### src/scc_regs.svh
// register offsets, field positions, reset values and counts of the serial port
`ifndef SCC_REGS_SVH
`define SCC_REGS_SVH
`define SCC_ADDR_CON1 4'h0
`define SCC_ADDR_BUF 4'h1
`define SCC_ADDR_STAT 4'h2
`define SCC_CLK_OUT_DIS_BIT 12
`define SCC_DAT_OUT_DIS_BIT 11
`define SCC_WORD_SEL_BIT 10
`define SCC_SAMPLE_PH_BIT 9
`define SCC_EDGE_SEL_BIT 8
`define SCC_SS_EN_BIT 7
`define SCC_POL_BIT 6
`define SCC_MASTER_BIT 5
`define SCC_SEC_PRE_LSB 2
`define SCC_PRI_PRE_LSB 0
`define SCC_CON_RESET 13'h0000
`define SCC_EN_BIT 15
`define SCC_OVF_BIT 6
`define SCC_TBF_BIT 1
`define SCC_RBF_BIT 0
`define SCC_BYTE_BITS 5'h08
`define SCC_WORD_BITS 5'h10
`endif

### src/scc_pkg.sv
// types shared by the serial port modules
package scc_pkg;
  typedef logic [3:0] scc_addr_t;
  typedef logic [15:0] scc_word_t;
  typedef enum logic [1:0] {
    SCC_PH_IDLE = 2'b00,
    SCC_PH_FIRST = 2'b01,
    SCC_PH_SECOND = 2'b10
  } scc_phase_t;
  typedef struct packed {
    logic [15:0] tx;
    logic [15:0] rx;
  } scc_shift_t;
  typedef struct packed {
    logic [12:0] con;
    logic en;
    logic [15:0] txbuf;
    logic tbf;
    logic [15:0] rxbuf;
    logic rbf;
    logic rov;
    scc_phase_t phase;
    logic [9:0] cnt;
    logic [4:0] bitcnt;
    logic deliver;
    logic sck_s1;
    logic sck_s2;
    logic sck_prev;
    logic sdi_s1;
    logic sdi_s2;
    logic ss_s1;
    logic ss_s2;
    logic [15:0] rdata;
    logic sck_o;
    logic sck_oe_n;
    logic sdo_o;
    logic sdo_oe_n;
  } scc_state_t;
endpackage

### src/scc_shift.sv
// transmit and receive shift registers of the serial port
`timescale 1ns/1ps
`default_nettype none
module scc_shift #(
  parameter int DATA_W = 16
) (
  input wire logic i_mclk,
  input wire logic i_reset,
  input wire logic i_ce,
  input wire logic i_load,
  input wire scc_pkg::scc_word_t i_load_data,
  input wire logic i_shift,
  input wire logic i_sample,
  input wire logic i_sample_bit,
  input wire logic i_word_width_select,
  output logic o_tx_bit,
  output scc_pkg::scc_word_t o_rx_word
);
  import scc_pkg::*;
  scc_shift_t st_r;
  scc_shift_t st_nxt;

  if (DATA_W != 16) begin : g_chk
    $error("scc_shift serves only a 16-bit shift path");
  end

  always_comb begin
    st_nxt = st_r;
    if (i_load) begin
      st_nxt.tx = i_load_data;
    end else if (i_shift) begin
      st_nxt.tx = {st_r.tx[14:0], 1'b0};
    end
    if (i_sample) begin
      st_nxt.rx = {st_r.rx[14:0], i_sample_bit};
    end
  end

  always_ff @(posedge i_mclk) begin
    if (i_reset) begin
      st_r <= '0;
    end else if (i_ce) begin
      st_r <= st_nxt;
    end
  end

  // msb of the active width leads on the wire
  assign o_tx_bit = i_word_width_select ? st_r.tx[15] : st_r.tx[7];
  assign o_rx_word = i_word_width_select ? st_r.rx : {8'h00, st_r.rx[7:0]};
endmodule
`default_nettype wire

### src/scc_top.sv
// serial port with first control register, buffers and pin control
//
// Contract
// master with clock output disabled releases clock pin to general I/O
// clock output enabled: master drives its internal serial clock on the pin
// data output disabled: data pin not driven, left to general I/O
// data output enabled: port drives data pin and shifts transmit data
// word width set: each transfer shifts 16 bits
// word width clear: each transfer shifts 8 bits
// master, sample phase set: input captured at end of bit time
// master, sample phase clear: input captured at middle of bit time
// edge select set: data changes active-to-idle; clear: idle-to-active
// polarity set: clock idles high; clear: clock idles low
// control bits 15..13 read zero, writes ignored
// reset clears all control bits: byte transfers, outputs enabled
`timescale 1ns/1ps
`default_nettype none
`include "scc_regs.svh"
module scc_top #(
  parameter int DATA_W = 16
) (
  input wire logic i_mclk,
  input wire logic i_reset,
  input wire logic i_ce,
  input wire scc_pkg::scc_addr_t i_addr,
  input wire scc_pkg::scc_word_t i_wdata,
  input wire logic i_wr,
  input wire logic i_rd,
  output scc_pkg::scc_word_t o_rdata,
  input wire logic i_sck,
  output logic o_sck,
  output logic o_sck_oe_n,
  input wire logic i_sdi,
  output logic o_sdo,
  output logic o_sdo_oe_n,
  input wire logic i_ss_n
);
  import scc_pkg::*;
  scc_state_t st_r;
  scc_state_t st_nxt;
  logic load_w;
  logic shift_w;
  logic sample_w;
  logic done_w;
  logic tx_bit;
  scc_word_t rx_word;
  scc_word_t stat_word;
  logic [9:0] half_len;
  logic [4:0] width;
  logic master;
  logic cke;
  logic cpol;
  logic input_sample_phase;
  logic lead;
  logic trail;
  logic selected;

  if (DATA_W != 16) begin : g_chk
    $error("scc_top serves only a 16-bit data path");
  end

  // divider product spans 1..512, so ten bits hold it
  function automatic logic [9:0] f_half_len(input logic [1:0] pri, input logic [2:0] sec);
    logic [9:0] p;
    p = 10'h001 << {pri ^ 2'b11, 1'b0};
    return 10'((p * (10'h008 - {7'h00, sec})));
  endfunction

  assign master = st_r.con[`SCC_MASTER_BIT];
  assign cke = st_r.con[`SCC_EDGE_SEL_BIT];
  assign cpol = st_r.con[`SCC_POL_BIT];
  assign input_sample_phase = st_r.con[`SCC_SAMPLE_PH_BIT];
  assign width = st_r.con[`SCC_WORD_SEL_BIT] ? `SCC_WORD_BITS : `SCC_BYTE_BITS;
  assign half_len = f_half_len(st_r.con[`SCC_PRI_PRE_LSB +: 2], st_r.con[`SCC_SEC_PRE_LSB +: 3]);
  // slave edges come from the twice-synchronised clock only
  assign lead = (st_r.sck_prev == cpol) && (st_r.sck_s2 != cpol);
  assign trail = (st_r.sck_prev != cpol) && (st_r.sck_s2 == cpol);
  assign selected = st_r.en && !master && (!st_r.con[`SCC_SS_EN_BIT] || !st_r.ss_s2);

  always_comb begin
    stat_word = 16'h0000;
    stat_word[`SCC_EN_BIT] = st_r.en;
    stat_word[`SCC_OVF_BIT] = st_r.rov;
    stat_word[`SCC_TBF_BIT] = st_r.tbf;
    stat_word[`SCC_RBF_BIT] = st_r.rbf;
  end

  always_comb begin
    st_nxt = st_r;
    load_w = 1'b0;
    shift_w = 1'b0;
    sample_w = 1'b0;
    done_w = 1'b0;
    st_nxt.rdata = 16'h0000;
    st_nxt.sck_s1 = i_sck;
    st_nxt.sck_s2 = st_r.sck_s1;
    st_nxt.sck_prev = st_r.sck_s2;
    st_nxt.sdi_s1 = i_sdi;
    st_nxt.sdi_s2 = st_r.sdi_s1;
    st_nxt.ss_s1 = i_ss_n;
    st_nxt.ss_s2 = st_r.ss_s1;
    if (i_wr) begin
      case (i_addr)
        `SCC_ADDR_CON1: st_nxt.con = i_wdata[12:0];
        `SCC_ADDR_BUF: begin
          st_nxt.txbuf = i_wdata;
          st_nxt.tbf = 1'b1;
        end
        `SCC_ADDR_STAT: begin
          st_nxt.en = i_wdata[`SCC_EN_BIT];
          if (!i_wdata[`SCC_OVF_BIT]) begin
            st_nxt.rov = 1'b0;
          end
        end
        default: ;
      endcase
    end
    if (i_rd) begin
      case (i_addr)
        `SCC_ADDR_CON1: st_nxt.rdata = {3'b000, st_r.con};
        `SCC_ADDR_BUF: begin
          st_nxt.rdata = st_r.rxbuf;
          st_nxt.rbf = 1'b0;
        end
        `SCC_ADDR_STAT: st_nxt.rdata = stat_word;
        default: st_nxt.rdata = 16'h0000;
      endcase
    end
    // master engine: two halves per bit, data set at the start of each bit
    case (st_r.phase)
      SCC_PH_IDLE: begin
        st_nxt.cnt = 10'h000;
        if (st_r.en && master && st_r.tbf) begin
          load_w = 1'b1;
          st_nxt.tbf = 1'b0;
          st_nxt.bitcnt = 5'h00;
          st_nxt.phase = SCC_PH_FIRST;
        end
      end
      SCC_PH_FIRST: begin
        if (!st_r.en || !master) begin
          st_nxt.phase = SCC_PH_IDLE;
        end else if (st_r.cnt == half_len - 10'h001) begin
          st_nxt.cnt = 10'h000;
          st_nxt.phase = SCC_PH_SECOND;
          sample_w = !input_sample_phase;
        end else begin
          st_nxt.cnt = st_r.cnt + 10'h001;
        end
      end
      SCC_PH_SECOND: begin
        if (!st_r.en || !master) begin
          st_nxt.phase = SCC_PH_IDLE;
        end else if (st_r.cnt == half_len - 10'h001) begin
          st_nxt.cnt = 10'h000;
          sample_w = input_sample_phase;
          if (st_r.bitcnt == width - 5'h01) begin
            done_w = 1'b1;
            st_nxt.phase = SCC_PH_IDLE;
          end else begin
            shift_w = 1'b1;
            st_nxt.bitcnt = st_r.bitcnt + 5'h01;
            st_nxt.phase = SCC_PH_FIRST;
          end
        end else begin
          st_nxt.cnt = st_r.cnt + 10'h001;
        end
      end
      default: st_nxt.phase = SCC_PH_IDLE;
    endcase
    // slave engine follows the sampled peer clock
    if (!master) begin
      if (!selected) begin
        st_nxt.bitcnt = 5'h00;
      end else if (cke ? lead : trail) begin
        sample_w = 1'b1;
        if (st_r.bitcnt == width - 5'h01) begin
          done_w = 1'b1;
          st_nxt.bitcnt = 5'h00;
        end else begin
          st_nxt.bitcnt = st_r.bitcnt + 5'h01;
        end
      end else if (cke ? trail : (lead && st_r.bitcnt != 5'h00)) begin
        shift_w = 1'b1;
      end else if (st_r.tbf && st_r.bitcnt == 5'h00 && st_r.en) begin
        load_w = 1'b1;
        st_nxt.tbf = 1'b0;
      end
    end
    // a buffer write in the cycle of a load wins, so the new word stays pending
    if (i_wr && i_addr == `SCC_ADDR_BUF) begin
      st_nxt.tbf = 1'b1;
    end
    // received word lands a cycle after done_w closes its frame
    st_nxt.deliver = done_w;
    if (st_r.deliver) begin
      if (st_r.rbf) begin
        st_nxt.rov = 1'b1;
      end else begin
        st_nxt.rxbuf = rx_word;
        st_nxt.rbf = 1'b1;
      end
    end
    // pins follow the current state one cycle later, clock and data alike
    if (st_r.phase == SCC_PH_FIRST) begin
      st_nxt.sck_o = cke ? cpol : !cpol;
    end else if (st_r.phase == SCC_PH_SECOND) begin
      st_nxt.sck_o = cke ? !cpol : cpol;
    end else begin
      st_nxt.sck_o = cpol;
    end
    st_nxt.sck_oe_n = !(st_r.en && master && !st_r.con[`SCC_CLK_OUT_DIS_BIT]);
    st_nxt.sdo_o = tx_bit;
    st_nxt.sdo_oe_n = !(st_r.en && !st_r.con[`SCC_DAT_OUT_DIS_BIT]
                        && (master || selected));
  end

  always_ff @(posedge i_mclk) begin
    if (i_reset) begin
      st_r <= '0;
      st_r.con <= `SCC_CON_RESET;
      st_r.sck_oe_n <= 1'b1;
      st_r.sdo_oe_n <= 1'b1;
      st_r.phase <= SCC_PH_IDLE;
    end else if (i_ce) begin
      st_r <= st_nxt;
    end
  end

  scc_shift #(
    .DATA_W(DATA_W)
  ) u_shift (
    .i_mclk(i_mclk),
    .i_reset(i_reset),
    .i_ce(i_ce),
    .i_load(load_w),
    .i_load_data(st_r.txbuf),
    .i_shift(shift_w),
    .i_sample(sample_w),
    .i_sample_bit(master ? st_r.sdi_s2 : st_r.sdi_s2),
    .i_word_width_select(st_r.con[`SCC_WORD_SEL_BIT]),
    .o_tx_bit(tx_bit),
    .o_rx_word(rx_word)
  );

  assign o_rdata = st_r.rdata;
  assign o_sck = st_r.sck_o;
  assign o_sck_oe_n = st_r.sck_oe_n;
  assign o_sdo = st_r.sdo_o;
  assign o_sdo_oe_n = st_r.sdo_oe_n;

  AST_CLK_RELEASE: assert property (@(posedge i_mclk) disable iff (i_reset)
    i_ce && st_r.con[`SCC_CLK_OUT_DIS_BIT] |=> o_sck_oe_n)
    else $error("clock pin driven while clock output disabled");
  AST_CLK_DRIVE: assert property (@(posedge i_mclk) disable iff (i_reset)
    i_ce && st_r.en && master && !st_r.con[`SCC_CLK_OUT_DIS_BIT] |=> !o_sck_oe_n)
    else $error("master clock pin not driven while enabled");
  AST_DATA_RELEASE: assert property (@(posedge i_mclk) disable iff (i_reset)
    i_ce && st_r.con[`SCC_DAT_OUT_DIS_BIT] |=> o_sdo_oe_n)
    else $error("data pin driven while data output disabled");
  AST_DATA_DRIVE: assert property (@(posedge i_mclk) disable iff (i_reset)
    i_ce && st_r.en && master && !st_r.con[`SCC_DAT_OUT_DIS_BIT] |=> !o_sdo_oe_n ##0 o_sdo == $past(tx_bit))
    else $error("master data pin not carrying transmit bit");
  AST_WORD_LEN: assert property (@(posedge i_mclk) disable iff (i_reset)
    done_w && st_r.con[`SCC_WORD_SEL_BIT] |-> st_r.bitcnt == 5'h0F)
    else $error("word frame did not end after 16 bits");
  AST_BYTE_LEN: assert property (@(posedge i_mclk) disable iff (i_reset)
    done_w && !st_r.con[`SCC_WORD_SEL_BIT] |-> st_r.bitcnt == 5'h07)
    else $error("byte frame did not end after 8 bits");
  AST_SAMPLE_END: assert property (@(posedge i_mclk) disable iff (i_reset)
    sample_w && master && input_sample_phase |-> st_r.phase == SCC_PH_SECOND)
    else $error("late sample not at end of bit time");
  AST_SAMPLE_MID: assert property (@(posedge i_mclk) disable iff (i_reset)
    sample_w && master && !input_sample_phase |-> st_r.phase == SCC_PH_FIRST)
    else $error("mid sample not at middle of bit time");
  AST_IDLE_LEVEL: assert property (@(posedge i_mclk) disable iff (i_reset)
    i_ce && st_r.phase == SCC_PH_IDLE |=> o_sck == $past(cpol))
    else $error("idle clock level differs from polarity");
  AST_UPPER_ZERO: assert property (@(posedge i_mclk) disable iff (i_reset)
    i_ce && i_rd && i_addr == `SCC_ADDR_CON1 |=> o_rdata[15:13] == 3'b000)
    else $error("unimplemented control bits read nonzero");
  AST_RESET_CLEAR: assert property (@(posedge i_mclk)
    i_reset |=> st_r.con == 13'h0000 && o_sck_oe_n && o_sdo_oe_n)
    else $error("control bits not cleared by reset");
endmodule
`default_nettype wire

### config.mk
export PLATFORM = sky130hd
export DESIGN_NAME = scc_top
export DESIGN_NICKNAME = d
export VERILOG_FILES = /design/src/scc_pkg.sv /design/src/scc_shift.sv /design/src/scc_top.sv
export VERILOG_INCLUDE_DIRS = /design/src /design/src/src
export SDC_FILE = /design/constraint.sdc
export NUM_CORES = 1
export LEC_CHECK = 0
export ABC_CLOCK_PERIOD_IN_PS = 4000
export BUFFER_PORTS_ARGS = -buffer_cell sky130_fd_sc_hd__buf_4
export CORE_ASPECT_RATIO = 2
export CORE_MARGIN = 2
export CORE_UTILIZATION = 55
export DETAILED_ROUTE_END_ITERATION = 10
export GPL_TIMING_DRIVEN = 0
export PLACE_DENSITY = 0.84
export SETUP_SLACK_MARGIN = 0.2
export SLEW_MARGIN = 20
export SYNTH_ARGS = -nofsm -noshare
export SYNTH_HDL_FRONTEND = slang
export SYNTH_SLANG_ARGS = --single-unit
### constraint.sdc
create_clock -name i_mclk -period 4 [get_ports i_mclk]
set_input_delay 0.4 -clock i_mclk [delete_from_list [all_inputs] [get_ports i_mclk]]
set_output_delay 0.4 -clock i_mclk [all_outputs]
set_load 0.01 [all_outputs]
**Yosys cells after proc, flatten, opt, wreduce, memory -nomap -nowiden**

Cells that the tools add are included.

- Register bits after elaboration: 126
- Bits of input ports: 28
- Output and inout bits: 20
- Logic and storage cells: 170

- Add/subtract/negate cells: 5
- Multiply operators: 1
- Equality and inequality tests: 15
- Shift-type cells: 1
- Multiplexer cells: 81
- Bitwise logic cells: 2
- Reductions and logical operators: 40

Operators with widths:

| cell | number |
|---|---|
| $mux 16 | 4 |
| $mux 1 | 55 |
| $pmux 16 s3 | 1 |
| $mux 5 | 8 |
| $pmux 10 s3 | 1 |
| $mux 10 | 2 |
| $mux 15 | 1 |
| $logic_and 1x1->1 | 13 |
| $mux 2 | 6 |
| $reduce_and 3->1 | 4 |
| $add 10x1->10 const B | 1 |
| $eq 10x10->1 | 1 |
| $logic_not 1->1 | 10 |
| $mul 10x5->10 | 1 |
| $pmux 5 s2 | 1 |
| $shl 1x3->10 const A | 1 |
| $sub 10x1->10 const B | 1 |
| $reduce_and 4->1 | 2 |
| $ne 2x2->1 const B | 3 |
| $ne 3x3->1 const B | 2 |
| $pmux 2 s3 | 1 |
| $add 5x1->5 const B | 1 |
| $eq 5x5->1 | 1 |
| $logic_not 5->1 | 1 |
| other kinds (18) | 23 |

**Longest topological paths before layout**

Gate-level depths: netlist (run 1).

- Depth after elaboration: 14
- Gate-level depth with buffers: 19
- Mapped depth without buffers: 17

**Modules after synthesis**

Synthesis (run 1) repeated with hierarchy kept, for this count alone.

- Cell total of the unflattened synthesis: 822
- Area, all modules: 6785.3 um^2

Modules (own cells, without submodules):

| module | instances | cells an instance | area each (um^2) | sequential area each (um^2) |
|---|---|---|---|---|
| scc_top | 1 | 663 | 5245.0 | 1881.8 |
| scc_shift | 1 | 159 | 1540.2 | 640.6 |

**Worst setup path after synthesis (run 1)**

No wires, ideal clock.

- Path kind: register to register
- Start point: register st_r[83] (netlist bit)
- End point: register u_shift.st_r[10] (netlist bit)
- Arrival time: 4.088 ns
- Slack: -0.160 ns
- Cell stages (with the launch flop): 19
- Buffers on the path: 2
- Cells stage by stage: dfxtp_1 > inv_1 > ha_1 > xor2_1 > nor2_1 > ha_1 > inv_1 > fa_1 > inv_1 > fa_1 > xor3_1 > nor4_1 > and4b_1 > nand3_2 > nor4_2 > o21a_1 > buf_6 > buf_12 > mux2i_1

- Cells in the longest elaborated chain, start to end: 11

RTL lines:

| what | line | text |
|---|---|---|
| from (decl) | scc_top.sv:39 | `scc_state_t st_r;` |
| from (signal assigned) | scc_top.sv:226 | `st_r <= st_nxt;` |
| $sub 4x3->5 * | scc_top.sv:66 | `return 10'((p * (10'h008 - {7'h00, sec})));` |
| $mul 10x5->10 * | scc_top.sv:66 |  |
| $sub 10x1->10 * | scc_top.sv:143, scc_top.sv:154 |  |
| $eq 10x10->1 * | scc_top.sv:143, scc_top.sv:154 |  |
| $mux 1 (on tied branches) | scc_top.sv:154, scc_top.sv:143 |  |
| $mux 1 (on tied branches) | scc_top.sv:152, scc_top.sv:141 |  |
| $pmux 1 s2 * | scc_top.sv:130 | `case (st_r.phase)` |
| $mux 1 | scc_top.sv:175 | `end else if (cke ? lead : trail) begin` |
| $mux 1 | scc_top.sv:173 | `if (!selected) begin` |
| $mux 1 * | scc_top.sv:172 | `if (!master) begin` |
| $reduce_and 2->1 (no line) * | n/a |  |
| to (signal assigned) | scc_shift.sv:43 | `st_r <= st_nxt;` |
| to (decl) | scc_shift.sv:20 | `scc_shift_t st_r;` |

Every way passes the cells marked *; elsewhere a longest branch is shown, timed or not.
A chain may end at the register's enable or synchronous reset.

**Worst setup path after layout (run 1)**

- Start point: register st_r[83] (netlist bit)
- End point: register u_shift.st_r[2] (netlist bit)

The elaborated chain is that of the path after synthesis.

==> summary.md, run 1 <==
| Metric | Value |
|---|---|
| Setup violators final | `39` |
| Worst Skew | `0.0147 ns` |
| Syn avg cell area | `between 8 and 9 um^2` |
| Die Area | `13,600 um^2` |
| Initial antenna violation count | `0` |
| Fin crit period | `4.14 ns` |
| # diodes | `0` |
| Share of cells above drive strength 1 | `0.209` |
| Hold Path Class | `primary input to flop` |
| DRT antenna net count | `0` |
| Mapped Nets | `914` |
| Clock root cell | `clkbuf_16` |
| Synth area leaders | `dfxtp_1 (36%), nand2_1 (8.8%), mux2i_1 (6.9%), ha_1 (5.4%), a21oi_1 (5.3%)` |
| Die X | `83.6 um` |
| CTS sink cnt | `126` |
| Leakage | `0.00340 uW` |
| GRT overflow | `0` |
| Cell family with most CP delay | `adder cells` |
| Fraction of registers with async set or reset after synthesis | `0` |
| Longest Clk Path Bufs | `2` |
| Worst R2R Start | `st_r[83]` |
| Worst Path Buf+Inv | `7` |
| Clock transition at path regs | `0.06 ns` |
| Area Growth Syn to Fin | `25.0%` |
| Dpl cells | `between 1,000 and 1,500` |
| DRT iter0 DRCs | `slightly below 700` |
| Worst-Skew Late Latency | `0.42 ns` |
| Post-route setup slack | `-0.141 ns` |
| Critical path's most frequent cell | `buf_6` |
| Post-synth top area share | `0.362` |
| Global-route wire length before repair | `33,100 um` |
| Initial Util | `0.558` |
| Post-synthesis cell type count | `75` |
| Routability congestion estimate | `between 0.9 and 1` |
| Drt total wl | `approximately 21,000 um` |
| Top-count cell post-synth | `nand2_1` |
| Critical path type | `flop to flop` |
| Worst VDD drop | `502 uV` |
| CTS Hold Bufs | `0` |
| Row count | `58` |
| GRT Overall Usage | `0.307` |
| Pin count of the biggest net entering global routing | `17` |
| Headroom to the max-slew limit | `0.433` |
| I/O Buffers | `46` |
| Fin. max-slew vios | `0` |
| Via density | `6.23` |
| Htree depth | `4` |
| TritonCTS clock tree | `built` |
| Worst slew pin tran | `0.843 ns` |
| Maxcap violations | `0` |
| Critical Path Fanout Max | `5` |
| Seq/Total Area, Yosys | `0.362` |
| Failing checks | `negative setup slack` |
| CP Launch Type | `flop` |
| Ports | `48` |
| RSZ-0062 raised after global routing | `true` |
| CP peak stage delay | `0.50 ns` |
| Post-DP HPWL | `14,600 um` |
| Vias in the first global route | `around 6,700` |
| Fmax | `0.241 GHz` |
| Post-synth EDFFs | `0` |
| CP endpoint kind | `flop` |
| Syn Inst Count | `~850` |
| Die Y-Extent | `163 um` |
| Synth Register Bits | `126` |
| CP startpoint | `st_r[83]` |
| Slowest-stage cell, CP | `fa_1` |
| DRC | `0` |
| HP Start | `i_sdi` |
| Drt pass-1 iters | `5` |
| Critical Path RT | `between 4 and 5 ns` |
| Num CTS Buffers | `17` |
| Total power | `2880 uW` |
| Area of the mapped netlist | `roughly 7000 um^2` |
| Synth Warn # | `0` |
| Fin crit share | `1.04` |
| Leading area contributor after synthesis | `dfxtp_1` |
| Vias | `6,908` |
| CP cell instances | `inv_4 -> ha_4 -> xor2_4 -> nor3b_2 -> ha_1 -> inv_1 -> ha_1 -> fa_1 -> inv_1 -> ha_2 -> o21ai_1 -> o21bai_1 -> a211oi_2 -> buf_4 -> nor2_4 -> nor4_2 -> o21a_1 -> buf_6 -> buf_6 -> buf_6 -> mux2i_1` |
| Most common flop cell mapped by yosys | `dfxtp_1` |
| Crit path DAT | `4.48 ns` |
| Fin nets | `1,007` |
| Commonest cells in the netlist | `nand2_1 (164), dfxtp_1 (126), a21oi_1 (74)` |
| Final std cells w/o fill | `1,108` |
| PwrDens | `330 nW/um^2` |
| Wirelength per Cell | `19.3 um` |
| Outcome | `finished, violations left` |
| Core footprint | `12,500 um^2` |
| Final hold violations | `0` |
-- logic make-up (layout without fill, tap and decap cells) --
logic type               after synthesis  count (layout)  share of synthesized area
AO/OA/AOI/OAI                        170             170                      0.157
adder cells (fa/ha/maj)               34              34                     0.0654
flip-flops                           126             126                      0.362
buffers and inverters                102             208                     0.0720
XOR/XNOR                              19              19                     0.0329
AND/OR/NAND/NOR                      352             352                      0.239
multiplexers                          49              49                     0.0706
-- area by class of cell --
type	count	area (um^2)
multi-input combinational	624	4240
fill	924	3770
sequential	126	2530
timing repair buffer	74	616
clock buffer	19	464
buffer	71	444
tap	150	188
inverter	31	119
clock inverter	13	103
-- sequential cells by signal, summed over array words and instances (netlist names) --
signal	flops
o_sdo_oe_n	1
o_rdata	16
o_sck_oe_n	1
st_nxt	4
input_sample_phase	1
cke	1
o_sdo	1
u_shift.st_r	32
cpol	1
st_r	66
master	1
o_sck	1
-- what timing repair did --
item / in CTS / in global routing
resized for setup: 65 / 15
endpoints found under the setup margin: 50 / 50
setup buffers: 21 / 4
cloned: 3 / 0
pin swaps: 50 / 16
-- path summary, 6_finish.rpt --
| path | endpoint | slack, ns | depth (start not counted) |
|---|---|---|---|
| hold / removal | st_nxt[22] | 0.22 | 3 |
| setup / recovery | u_shift.st_r[2] | -0.14 | 21 |
| setup reg to reg | u_shift.st_r[2] | -0.14 | 21 |
| hold reg to reg | st_r[49] | 0.45 | 2 |
-- placed cells by master (no fill, tap or decap), drive strengths merged, types with 13 or more instances in the layout --
| cell | instances |
|---|---|
| nor2 | 60 |
| mux2i | 48 |
| ha | 30 |
| nand2 | 164 |
| dfxtp | 126 |
| buf | 106 |
| a22oi | 13 |
| o21ai | 19 |
| inv | 35 |
| nand3 | 36 |
| clkbuf | 58 |
| nand4 | 25 |
| a211o | 18 |
| a21oi | 74 |
-- worst register-to-register path: stages (launching register included) --
cell and delay (ns):
dfxtp_4 0.40, inv_4 0.05, ha_4 0.17, xor2_4 0.19, nor3b_2 0.07, ha_1 0.28
inv_1 0.04, ha_1 0.19, fa_1 0.50, inv_1 0.04, ha_2 0.31, o21ai_1 0.17
o21bai_1 0.11, a211oi_2 0.24, buf_4 0.17, nor2_4 0.06, nor4_2 0.27, o21a_1 0.22
buf_6 0.18, buf_6 0.11, buf_6 0.08, mux2i_1 0.21
-- where the power goes --
group          leakage, uW  internal (uW)  switching, uW
sequential         0.00102           1260           5.46
combinational      0.00211           52.8           99.3
clock             0.000272            853            605
-- routing by layer --
| metal | routed length [um] | GRT usage |
|---|---|---|
| met3 | 1320 | 0.0611 |
| met5 | 0 | 0 |
| met2 | 11200 | 0.557 |
| met4 | 1760 | 0.240 |
| met1 | 7130 | 0.298 |
-- metrics by stage --
| stage | TNS [ns] | hold slack, ns | area [um^2] | util | setup WS (ns) |
|---|---|---|---|---|---|
| floorplan | 0 | 0.431 | 7000 | - | 0.212 |
| global placement | -7.83 | 0.439 | 7530 | 0.603 | -0.262 |
| detailed placement | -11.44 | 0.444 | 7530 | 0.603 | -0.365 |
| CTS | -0.781 | 0.215 | 8580 | 0.688 | -0.0896 |
| global route | -10.03 | 0.238 | 8710 | 0.698 | -0.339 |
| finish | -1.86 | 0.221 | 8710 | 0.698 | -0.141 |
No activity file was read; power rests on OpenSTA's default activity.
==> run 2: changes to the inputs <==
--- a/config.mk
+++ b/config.mk
@@ -13,9 +13,10 @@
 export CORE_UTILIZATION = 55
 export DETAILED_ROUTE_END_ITERATION = 10
 export GPL_TIMING_DRIVEN = 0
-export PLACE_DENSITY = 0.84
+export PLACE_DENSITY = 0.85
 export SETUP_SLACK_MARGIN = 0.2
 export SLEW_MARGIN = 20
 export SYNTH_ARGS = -nofsm -noshare
 export SYNTH_HDL_FRONTEND = slang
+export SYNTH_HIERARCHICAL = 1
 export SYNTH_SLANG_ARGS = --single-unit
==> summary.md, run 2 <==
| Metric | Value |
|---|---|
| CP peak stage delay | `0.52 ns (+0.02 ns)` |
| Syn Inst Count | `822 (-3.5%)` |
| Wirelength per Cell | `18.8 um (-2.6%)` |
| Hold Path Class | `primary input to flop` |
| Worst slew pin tran | `0.930 ns (+0.0866 ns)` |
| Htree depth | `4 (unchanged)` |
| Worst hold slack | `0.220 ns (-0.00111 ns)` |
| Slowest-stage cell, CP | `fa_1` |
| Fin. max-slew vios | `0 (unchanged)` |
| CTS sink cnt | `126 (unchanged)` |
| Critical Path Fanout Max | `6 (+1)` |
| Leading area contributor after synthesis | `dfxtp_1` |
| DRT antenna net count | `0 (unchanged)` |
| DRT iter0 DRCs | `606 (-11%)` |
| Post-route setup slack | `-0.278 ns (-0.136 ns)` |
| Most frequent cells in the layout | `nand2_1 (145), dfxtp_1 (123), a21oi_1 (89), buf_4 (81), nor2_1 (57)` |
| Post-synth EDFFs | `0 (unchanged)` |
| Maxcap violations | `0 (unchanged)` |
| Die Area | `13,300 um^2 (-2.5%)` |
| Die X | `82.5 um (-1.2%)` |
| Initial Util | `0.560 (+0.00171)` |
| Fraction of registers with async set or reset after synthesis | `0 (unchanged)` |
| CTS Hold Bufs | `0 (unchanged)` |
| Row count | `57 (-1.7%)` |
| Most flop-heavy register | `st_r` |
| Routability congestion estimate | `0.963 (+2.3%)` |
| Drt pass-1 iters | `6 (+1)` |
| Vias | `6,430 (-6.9%)` |
| PwrDens | `347 nW/um^2 (+5.2%)` |
| GRT overflow | `0 (unchanged)` |
| Setup violators final | `47 (+21%)` |
| Top-count cell post-synth | `nand2_1` |
| TritonCTS clock tree | `built` |
| Area of the mapped netlist | `6790 um^2 (-2.6%)` |
| Clock root cell | `clkbuf_16` |
| Worst-Skew Late Latency | `0.42 ns (about the same)` |
| CP Launch Type | `flop` |
| Setup WS pre-CTS | `-0.715 ns (-0.349 ns)` |
| Via density | `6.02 (-3.4%)` |
| Critical path type | `flop to flop` |
| Synth Register Bits | `126 (unchanged)` |
| Core footprint | `12,100 um^2 (-2.9%)` |
| Seq/Total Area, Yosys | `0.372 (+0.00955)` |
| Global-route wire length before repair | `31,200 um (-5.8%)` |
| Worst Skew | `0.00985 ns (-0.00482 ns)` |
| Fin crit share | `1.07 (+0.0341)` |
| Commonest cells in the netlist | `nand2_1 (152), dfxtp_1 (126), a21oi_1 (99)` |
| Num CTS Buffers | `17 (unchanged)` |
| Synth Warn # | `6 (+6)` |
| Share of cells above drive strength 1 | `0.256 (+0.0475)` |
| Critical Path RT | `4.33 ns (about the same)` |
| Mapped Nets | `884 (-3.3%)` |
| # diodes | `0 (unchanged)` |
| Hold path cells | `3 (unchanged)` |
| Clock transition at path regs | `0.06 ns (about the same)` |
| Initial antenna violation count | `0 (unchanged)` |
| Dpl cells | `1,015 (-3.1%)` |
| Syn avg cell area | `8.25 um^2 (+0.99%)` |
| Fin nets | `971 (-3.6%)` |
| CP endpoint kind | `flop` |
| Final hold violations | `0 (unchanged)` |
| Area Growth Syn to Fin | `24.5%` |
| Post-synth top area share | `0.372 (+0.00955)` |
| Vias in the first global route | `6,515 (-3.3%)` |
| Post-DP HPWL | `13,200 um (-9.6%)` |
| Fmax | `0.234 GHz (-3.2%)` |
| Failing checks | `negative setup slack` |
| Pin count of the biggest net entering global routing | `17 (unchanged)` |
| Die Y-Extent | `161 um (-1.3%)` |
| RSZ-0062 raised after global routing | `true` |
| Synth area leaders | `dfxtp_1 (37%), nand2_1 (8.4%), a21oi_1 (7.3%), ha_1 (5.5%), mux2i_1 (4.4%)` |
| Reg2Reg Depth | `20 (-4.8%)` |
| Ports | `48 (unchanged)` |
| Most common cell after layout, fill and taps aside | `nand2_1` |
| Max reg flops | `66 (unchanged)` |
| Fin crit period | `4.28 ns (+0.136 ns)` |
| Post-synthesis cell type count | `62 (-17%)` |
| Fillers | `853 (-7.7%)` |
| Leakage | `0.00313 uW (-7.9%)` |
| Longest Clk Path Bufs | `2 (unchanged)` |
| Crit path DAT | `4.61 ns (+0.13 ns)` |
| I/O Buffers | `46 (unchanged)` |
| Outcome | `finished, violations left` |
| Drt total wl | `20,100 um (-6.1%)` |
| Worst VDD drop | `325 uV (-35%)` |
| Headroom to the max-slew limit | `0.378 (-0.0542)` |
| GRT Overall Usage | `0.308 (+0.00130)` |
| Final std cells w/o fill | `1,068 (-3.6%)` |
| CP cell instances | `buf_4 -> nor3_4 -> nand3_2 -> ha_1 -> inv_1 -> fa_1 -> inv_2 -> fa_2 -> a211oi_4 -> o21bai_1 -> a211oi_2 -> o22ai_2 -> nor4_4 -> buf_4 -> nand3_2 -> o21ai_2 -> o21a_4 -> buf_12 -> nor2_2 -> a211oi_2` |
| DRC | `0 (unchanged)` |
| Most common flop cell mapped by yosys | `dfxtp_1` |
==> run 2: area by class of cell <==
type	count	area, um^2	area share
multi-input combinational	595	4000	0.473
timing repair buffer	68	591	0.0699
clock buffer	22	474	0.0562
sequential	126	2530	0.300
clock inverter	9	110	0.0130
buffer	69	432	0.0511
inverter	32	125	0.0148
tap	147	184	0.0218
==> run 2: metal layers <==
metal,track usage,share of wire,vias up
met5,0,0,-
met4,0.231,0.082,0
met3,0.0732,0.059,124
met2,0.536,0.52,323
met1,0.300,0.34,3032
li1,-,-,2951
==> run 2: power by group <==
| group | internal [uW] | switching (uW) | total (uW) |
|---|---|---|---|
| Sequential | 1260 | 5.13 | 1260 |
| Combinational | 43.2 | 85.1 | 128 |
| Clock | 963 | 578 | 1540 |
==> run 2: worst max-delay path: cells and delay by family, from the launching register on <==
kind | cells | cell delay [ns]
AO/OA/AOI/OAI | 7 | 1.32
flip-flops | 1 | 0.37
buffers and inverters | 5 | 0.61
adder cells (fa/ha/maj) | 3 | 1.19
AND/OR/NAND/NOR | 5 | 0.68
==> run 2: cells by family (layout without fill, tap and decap cells) <==
family,after synthesis,after routing,share of synthesized area
buffers and inverters,101,200,0.0789
DFF,126,126,0.372
muxes,35,35,0.0526
xor gates and xnor gates,22,22,0.0317
adders and majority gates,34,34,0.0671
and+or+nand+nor,325,325,0.227
AOI/OAI and AO/OA,179,179,0.171
==> run 2: repair_timing <==
action                                  4_1_cts  5_1_grt
setup buffers                                18        1
endpoints found under the setup margin       50       50
hold endpoints to repair                      0        0
pin swaps                                    24       11
gates cloned                                  2        1
gates resized for setup                      35       25
==> run 2: metrics by stage <==
| step | total power, uW | instance area [um^2] | util | setup TNS [ns] |
|---|---|---|---|---|
| after global placement | 1410 | 7410 | 0.611 | -17.56 |
| after floorplan | 1350 | 6880 | - | -0.981 |
| final | 2930 | 8440 | 0.696 | -9.20 |
| after CTS | 2920 | 8320 | 0.687 | -4.00 |
| after global routing | 2990 | 8440 | 0.696 | -15.84 |
| after detailed placement | 1410 | 7410 | 0.611 | -23.03 |
==> run 2: path summary, 6_finish.rpt <==
kind,from,to,slack [ns]
setup / recovery,st_r[84],u_shift/st_r[23],-0.28
hold / removal,i_ss_n,st_nxt[20],0.22
setup reg to reg,st_r[84],u_shift/st_r[23],-0.28
hold reg to reg,st_r[58],st_r[58],0.45
==> run 3: changes to the inputs <==
--- a/config.mk
+++ b/config.mk
@@ -6,14 +6,14 @@
 export SDC_FILE = /design/constraint.sdc
 export NUM_CORES = 1
 export LEC_CHECK = 0
-export ABC_CLOCK_PERIOD_IN_PS = 4000
+export ABC_CLOCK_PERIOD_IN_PS = 4700
 export BUFFER_PORTS_ARGS = -buffer_cell sky130_fd_sc_hd__buf_4
 export CORE_ASPECT_RATIO = 2
 export CORE_MARGIN = 2
-export CORE_UTILIZATION = 55
+export CORE_UTILIZATION = 59
 export DETAILED_ROUTE_END_ITERATION = 10
 export GPL_TIMING_DRIVEN = 0
-export PLACE_DENSITY = 0.85
+export PLACE_DENSITY = 0.86
 export SETUP_SLACK_MARGIN = 0.2
 export SLEW_MARGIN = 20
 export SYNTH_ARGS = -nofsm -noshare
==> constraint.sdc (replaced) <==
create_clock -name i_mclk -period 4.7 [get_ports i_mclk]
set_input_delay 0.47 -clock i_mclk [delete_from_list [all_inputs] [get_ports i_mclk]]
set_output_delay 0.47 -clock i_mclk [all_outputs]
set_load 0.01 [all_outputs]
==> summary.md, run 3 (synthesis gave the netlist of run 2 again) <==
| Metric | Value |
|---|---|
| Outcome | `finished clean` |
| PwrDens | `299 nW/um^2 (-14%)` |
| Final hold violations | `0 (unchanged)` |
| Htree depth | `4 (unchanged)` |
| TritonCTS clock tree | `built` |
| DRT antenna net count | `0 (unchanged)` |
| CP endpoint kind | `flop` |
| Row count | `55 (-3.5%)` |
| Global-route wire length before repair | `28,800 um (-7.8%)` |
| Drt total wl | `18,500 um (-8.1%)` |
| I/O Buffers | `46 (unchanged)` |
| Die Area | `12,400 um^2 (-6.5%)` |
| Num CTS Buffers | `17 (unchanged)` |
| Fmax | `0.224 GHz (-4.2%)` |
| Hold Path Class | `primary input to flop` |
| Critical Path RT | `4.97 ns (+0.64 ns)` |
| Via density | `5.84 (-3.0%)` |
| HP Start | `i_ss_n` |
| Maxcap violations | `0 (unchanged)` |
| Post-DP Area | `7310 um^2 (-1.4%)` |
| Critical Path Fanout Max | `7 (+1)` |
| Initial antenna violation count | `0 (unchanged)` |
| Longest Clk Path Bufs | `2 (unchanged)` |
| Vias in the first global route | `6,145 (-5.7%)` |
| Most flop-heavy register | `st_r` |
| Routability congestion estimate | `0.964 (about the same)` |
| Worst VDD drop | `295 uV (-9.3%)` |
| DRC | `0 (unchanged)` |
| Setup violators final | `0 (-100%)` |
| Vias | `6,159 (-4.2%)` |
| Leakage | `0.00306 uW (-2.4%)` |
| Area Growth Syn to Fin | `20.8%` |
| Fin crit share | `0.951 (-0.119)` |
| Share of cells above drive strength 1 | `0.223 (-0.0328)` |
| Worst-Skew Late Latency | `0.42 ns (about the same)` |
| Worst R2R Start | `st_r[83]` |
| Crit path DAT | `4.74 ns (+0.13 ns)` |
| Fin crit period | `4.47 ns (+0.190 ns)` |
| Critical path type | `flop to flop` |
| Final TNS setup | `0 ns (+9.20 ns)` |
| Clock root cell | `clkbuf_16` |
| Drt pass-1 iters | `6 (unchanged)` |
| Fillers | `815 (-4.5%)` |
| GRT overflow | `0 (unchanged)` |
| Fin nets | `963 (-0.82%)` |
| Headroom to the max-slew limit | `0.380 (+0.00129)` |
| # diodes | `0 (unchanged)` |
| CP startpoint | `st_r[83]` |
| RSZ-0062 raised after global routing | `false` |
| CTS Hold Bufs | `0 (unchanged)` |
| Wirelength per Cell | `17.5 um (-6.9%)` |
| Max reg flops | `66 (unchanged)` |
| Ports | `48 (unchanged)` |
| Fin. max-slew vios | `0 (unchanged)` |
| Clock transition at path regs | `0.06 ns (about the same)` |
| Worst slew pin tran | `0.928 ns (-0.00193 ns)` |
| Initial Util | `0.601 (+0.0416)` |
| Final Cell Area | `8200 um^2 (-2.9%)` |
| Post-DP HPWL | `13,000 um (-0.99%)` |
| Pin count of the biggest net entering global routing | `17 (unchanged)` |
| GRT Overall Usage | `0.300 (-0.00849)` |
| Die X | `79.8 um (-3.3%)` |
| Worst Skew | `0.0115 ns (+0.00166 ns)` |
| DRT iter0 DRCs | `373 (-38%)` |
| Most common cell after layout, fill and taps aside | `nand2_1` |
| Core footprint | `11,300 um^2 (-6.9%)` |
| CTS sink cnt | `126 (unchanged)` |
| Die Y-Extent | `156 um (-3.4%)` |
| Most frequent cells in the layout | `nand2_1 (151), dfxtp_1 (123), a21oi_1 (96), buf_4 (82), nor2_1 (57)` |
| CP Launch Type | `flop` |
==> run 3: cell count changes in the layout (fill, tap and decap cells not counted), sizes merged <==
cell	change
inv	+1
buf	-7
clkinv	+4
clkbuf	-5
clkinvlp	-1
==> run 3: layer usage <==
metal  track usage  part of all wire  routed length [um]
met1         0.287              0.34                6370
met2         0.553              0.54                9960
met3        0.0544             0.045                 827
met4         0.217             0.072                1330
met5             0                 0                   0
==> run 3: path summary, 6_finish.rpt <==
| kind | endpoint | slack (ns) | cells past startpoint |
|---|---|---|---|
| hold reg to reg | u_shift/st_r[15] | 0.45 | 2 |
| setup / recovery | u_shift/st_r[5] | 0.23 | 22 |
| setup reg to reg | u_shift/st_r[5] | 0.23 | 22 |
| hold / removal | st_nxt[20] | 0.28 | 3 |
==> run 3: worst max-delay path: stages, from the launching register on <==
cell and delay [ns]:
dfxtp_4 0.37, inv_2 0.09, ha_4 0.17, xor2_4 0.21
nor2_1 0.08, ha_1 0.31, inv_1 0.09, fa_1 0.55
inv_1 0.07, fa_2 0.37, a211oi_4 0.24, nor2_2 0.09
a41o_1 0.26, o22ai_2 0.24, nor4_4 0.06, buf_4 0.16
nor2b_4 0.13, a31o_4 0.25, and2_1 0.16, buf_6 0.14
buf_8 0.13, nand2_1 0.09, a21oi_2 0.06
==> run 3: timing repair <==
item / CTS / global route
cloned: 0 / 1
endpoints found under the setup margin: 50 / 44
setup buffers: 5 / 8
pin swaps: 6 / 12
resized for setup: 20 / 22
==> run 3: area by class of cell <==
cell class / count / area, um^2 / share of cell area
inverter: 32 / 120 / 0.0147
clock inverter: 13 / 143 / 0.0174
multi-input combinational: 595 / 3890 / 0.475
timing repair buffer: 60 / 475 / 0.0580
clock buffer: 18 / 429 / 0.0524
tap: 142 / 178 / 0.0217
buffer: 69 / 429 / 0.0524
sequential: 126 / 2530 / 0.309
==> run 3: where the power goes <==
group | total (uW) | leakage [uW] | switching (uW) | internal [uW]
logic | 105 | 0.00176 | 68.3 | 36.5
registers | 1080 | 0.00102 | 3.91 | 1070
clock network | 1270 | 0.000277 | 495 | 779
==> run 3: metrics by stage <==
step                utilization  std cells  hold WS (ns)  setup slack (ns)  power [uW]
finish                    0.726       1055         0.282             0.233        2450
global route              0.726       1055         0.306             0.121        2510
CTS                       0.710       1046         0.284             0.201        2460
detailed placement        0.648       1010         0.445            -0.775        1200
global placement          0.648       1010         0.437            -0.577        1200
floorplan                     -        822         0.431             0.216        1150
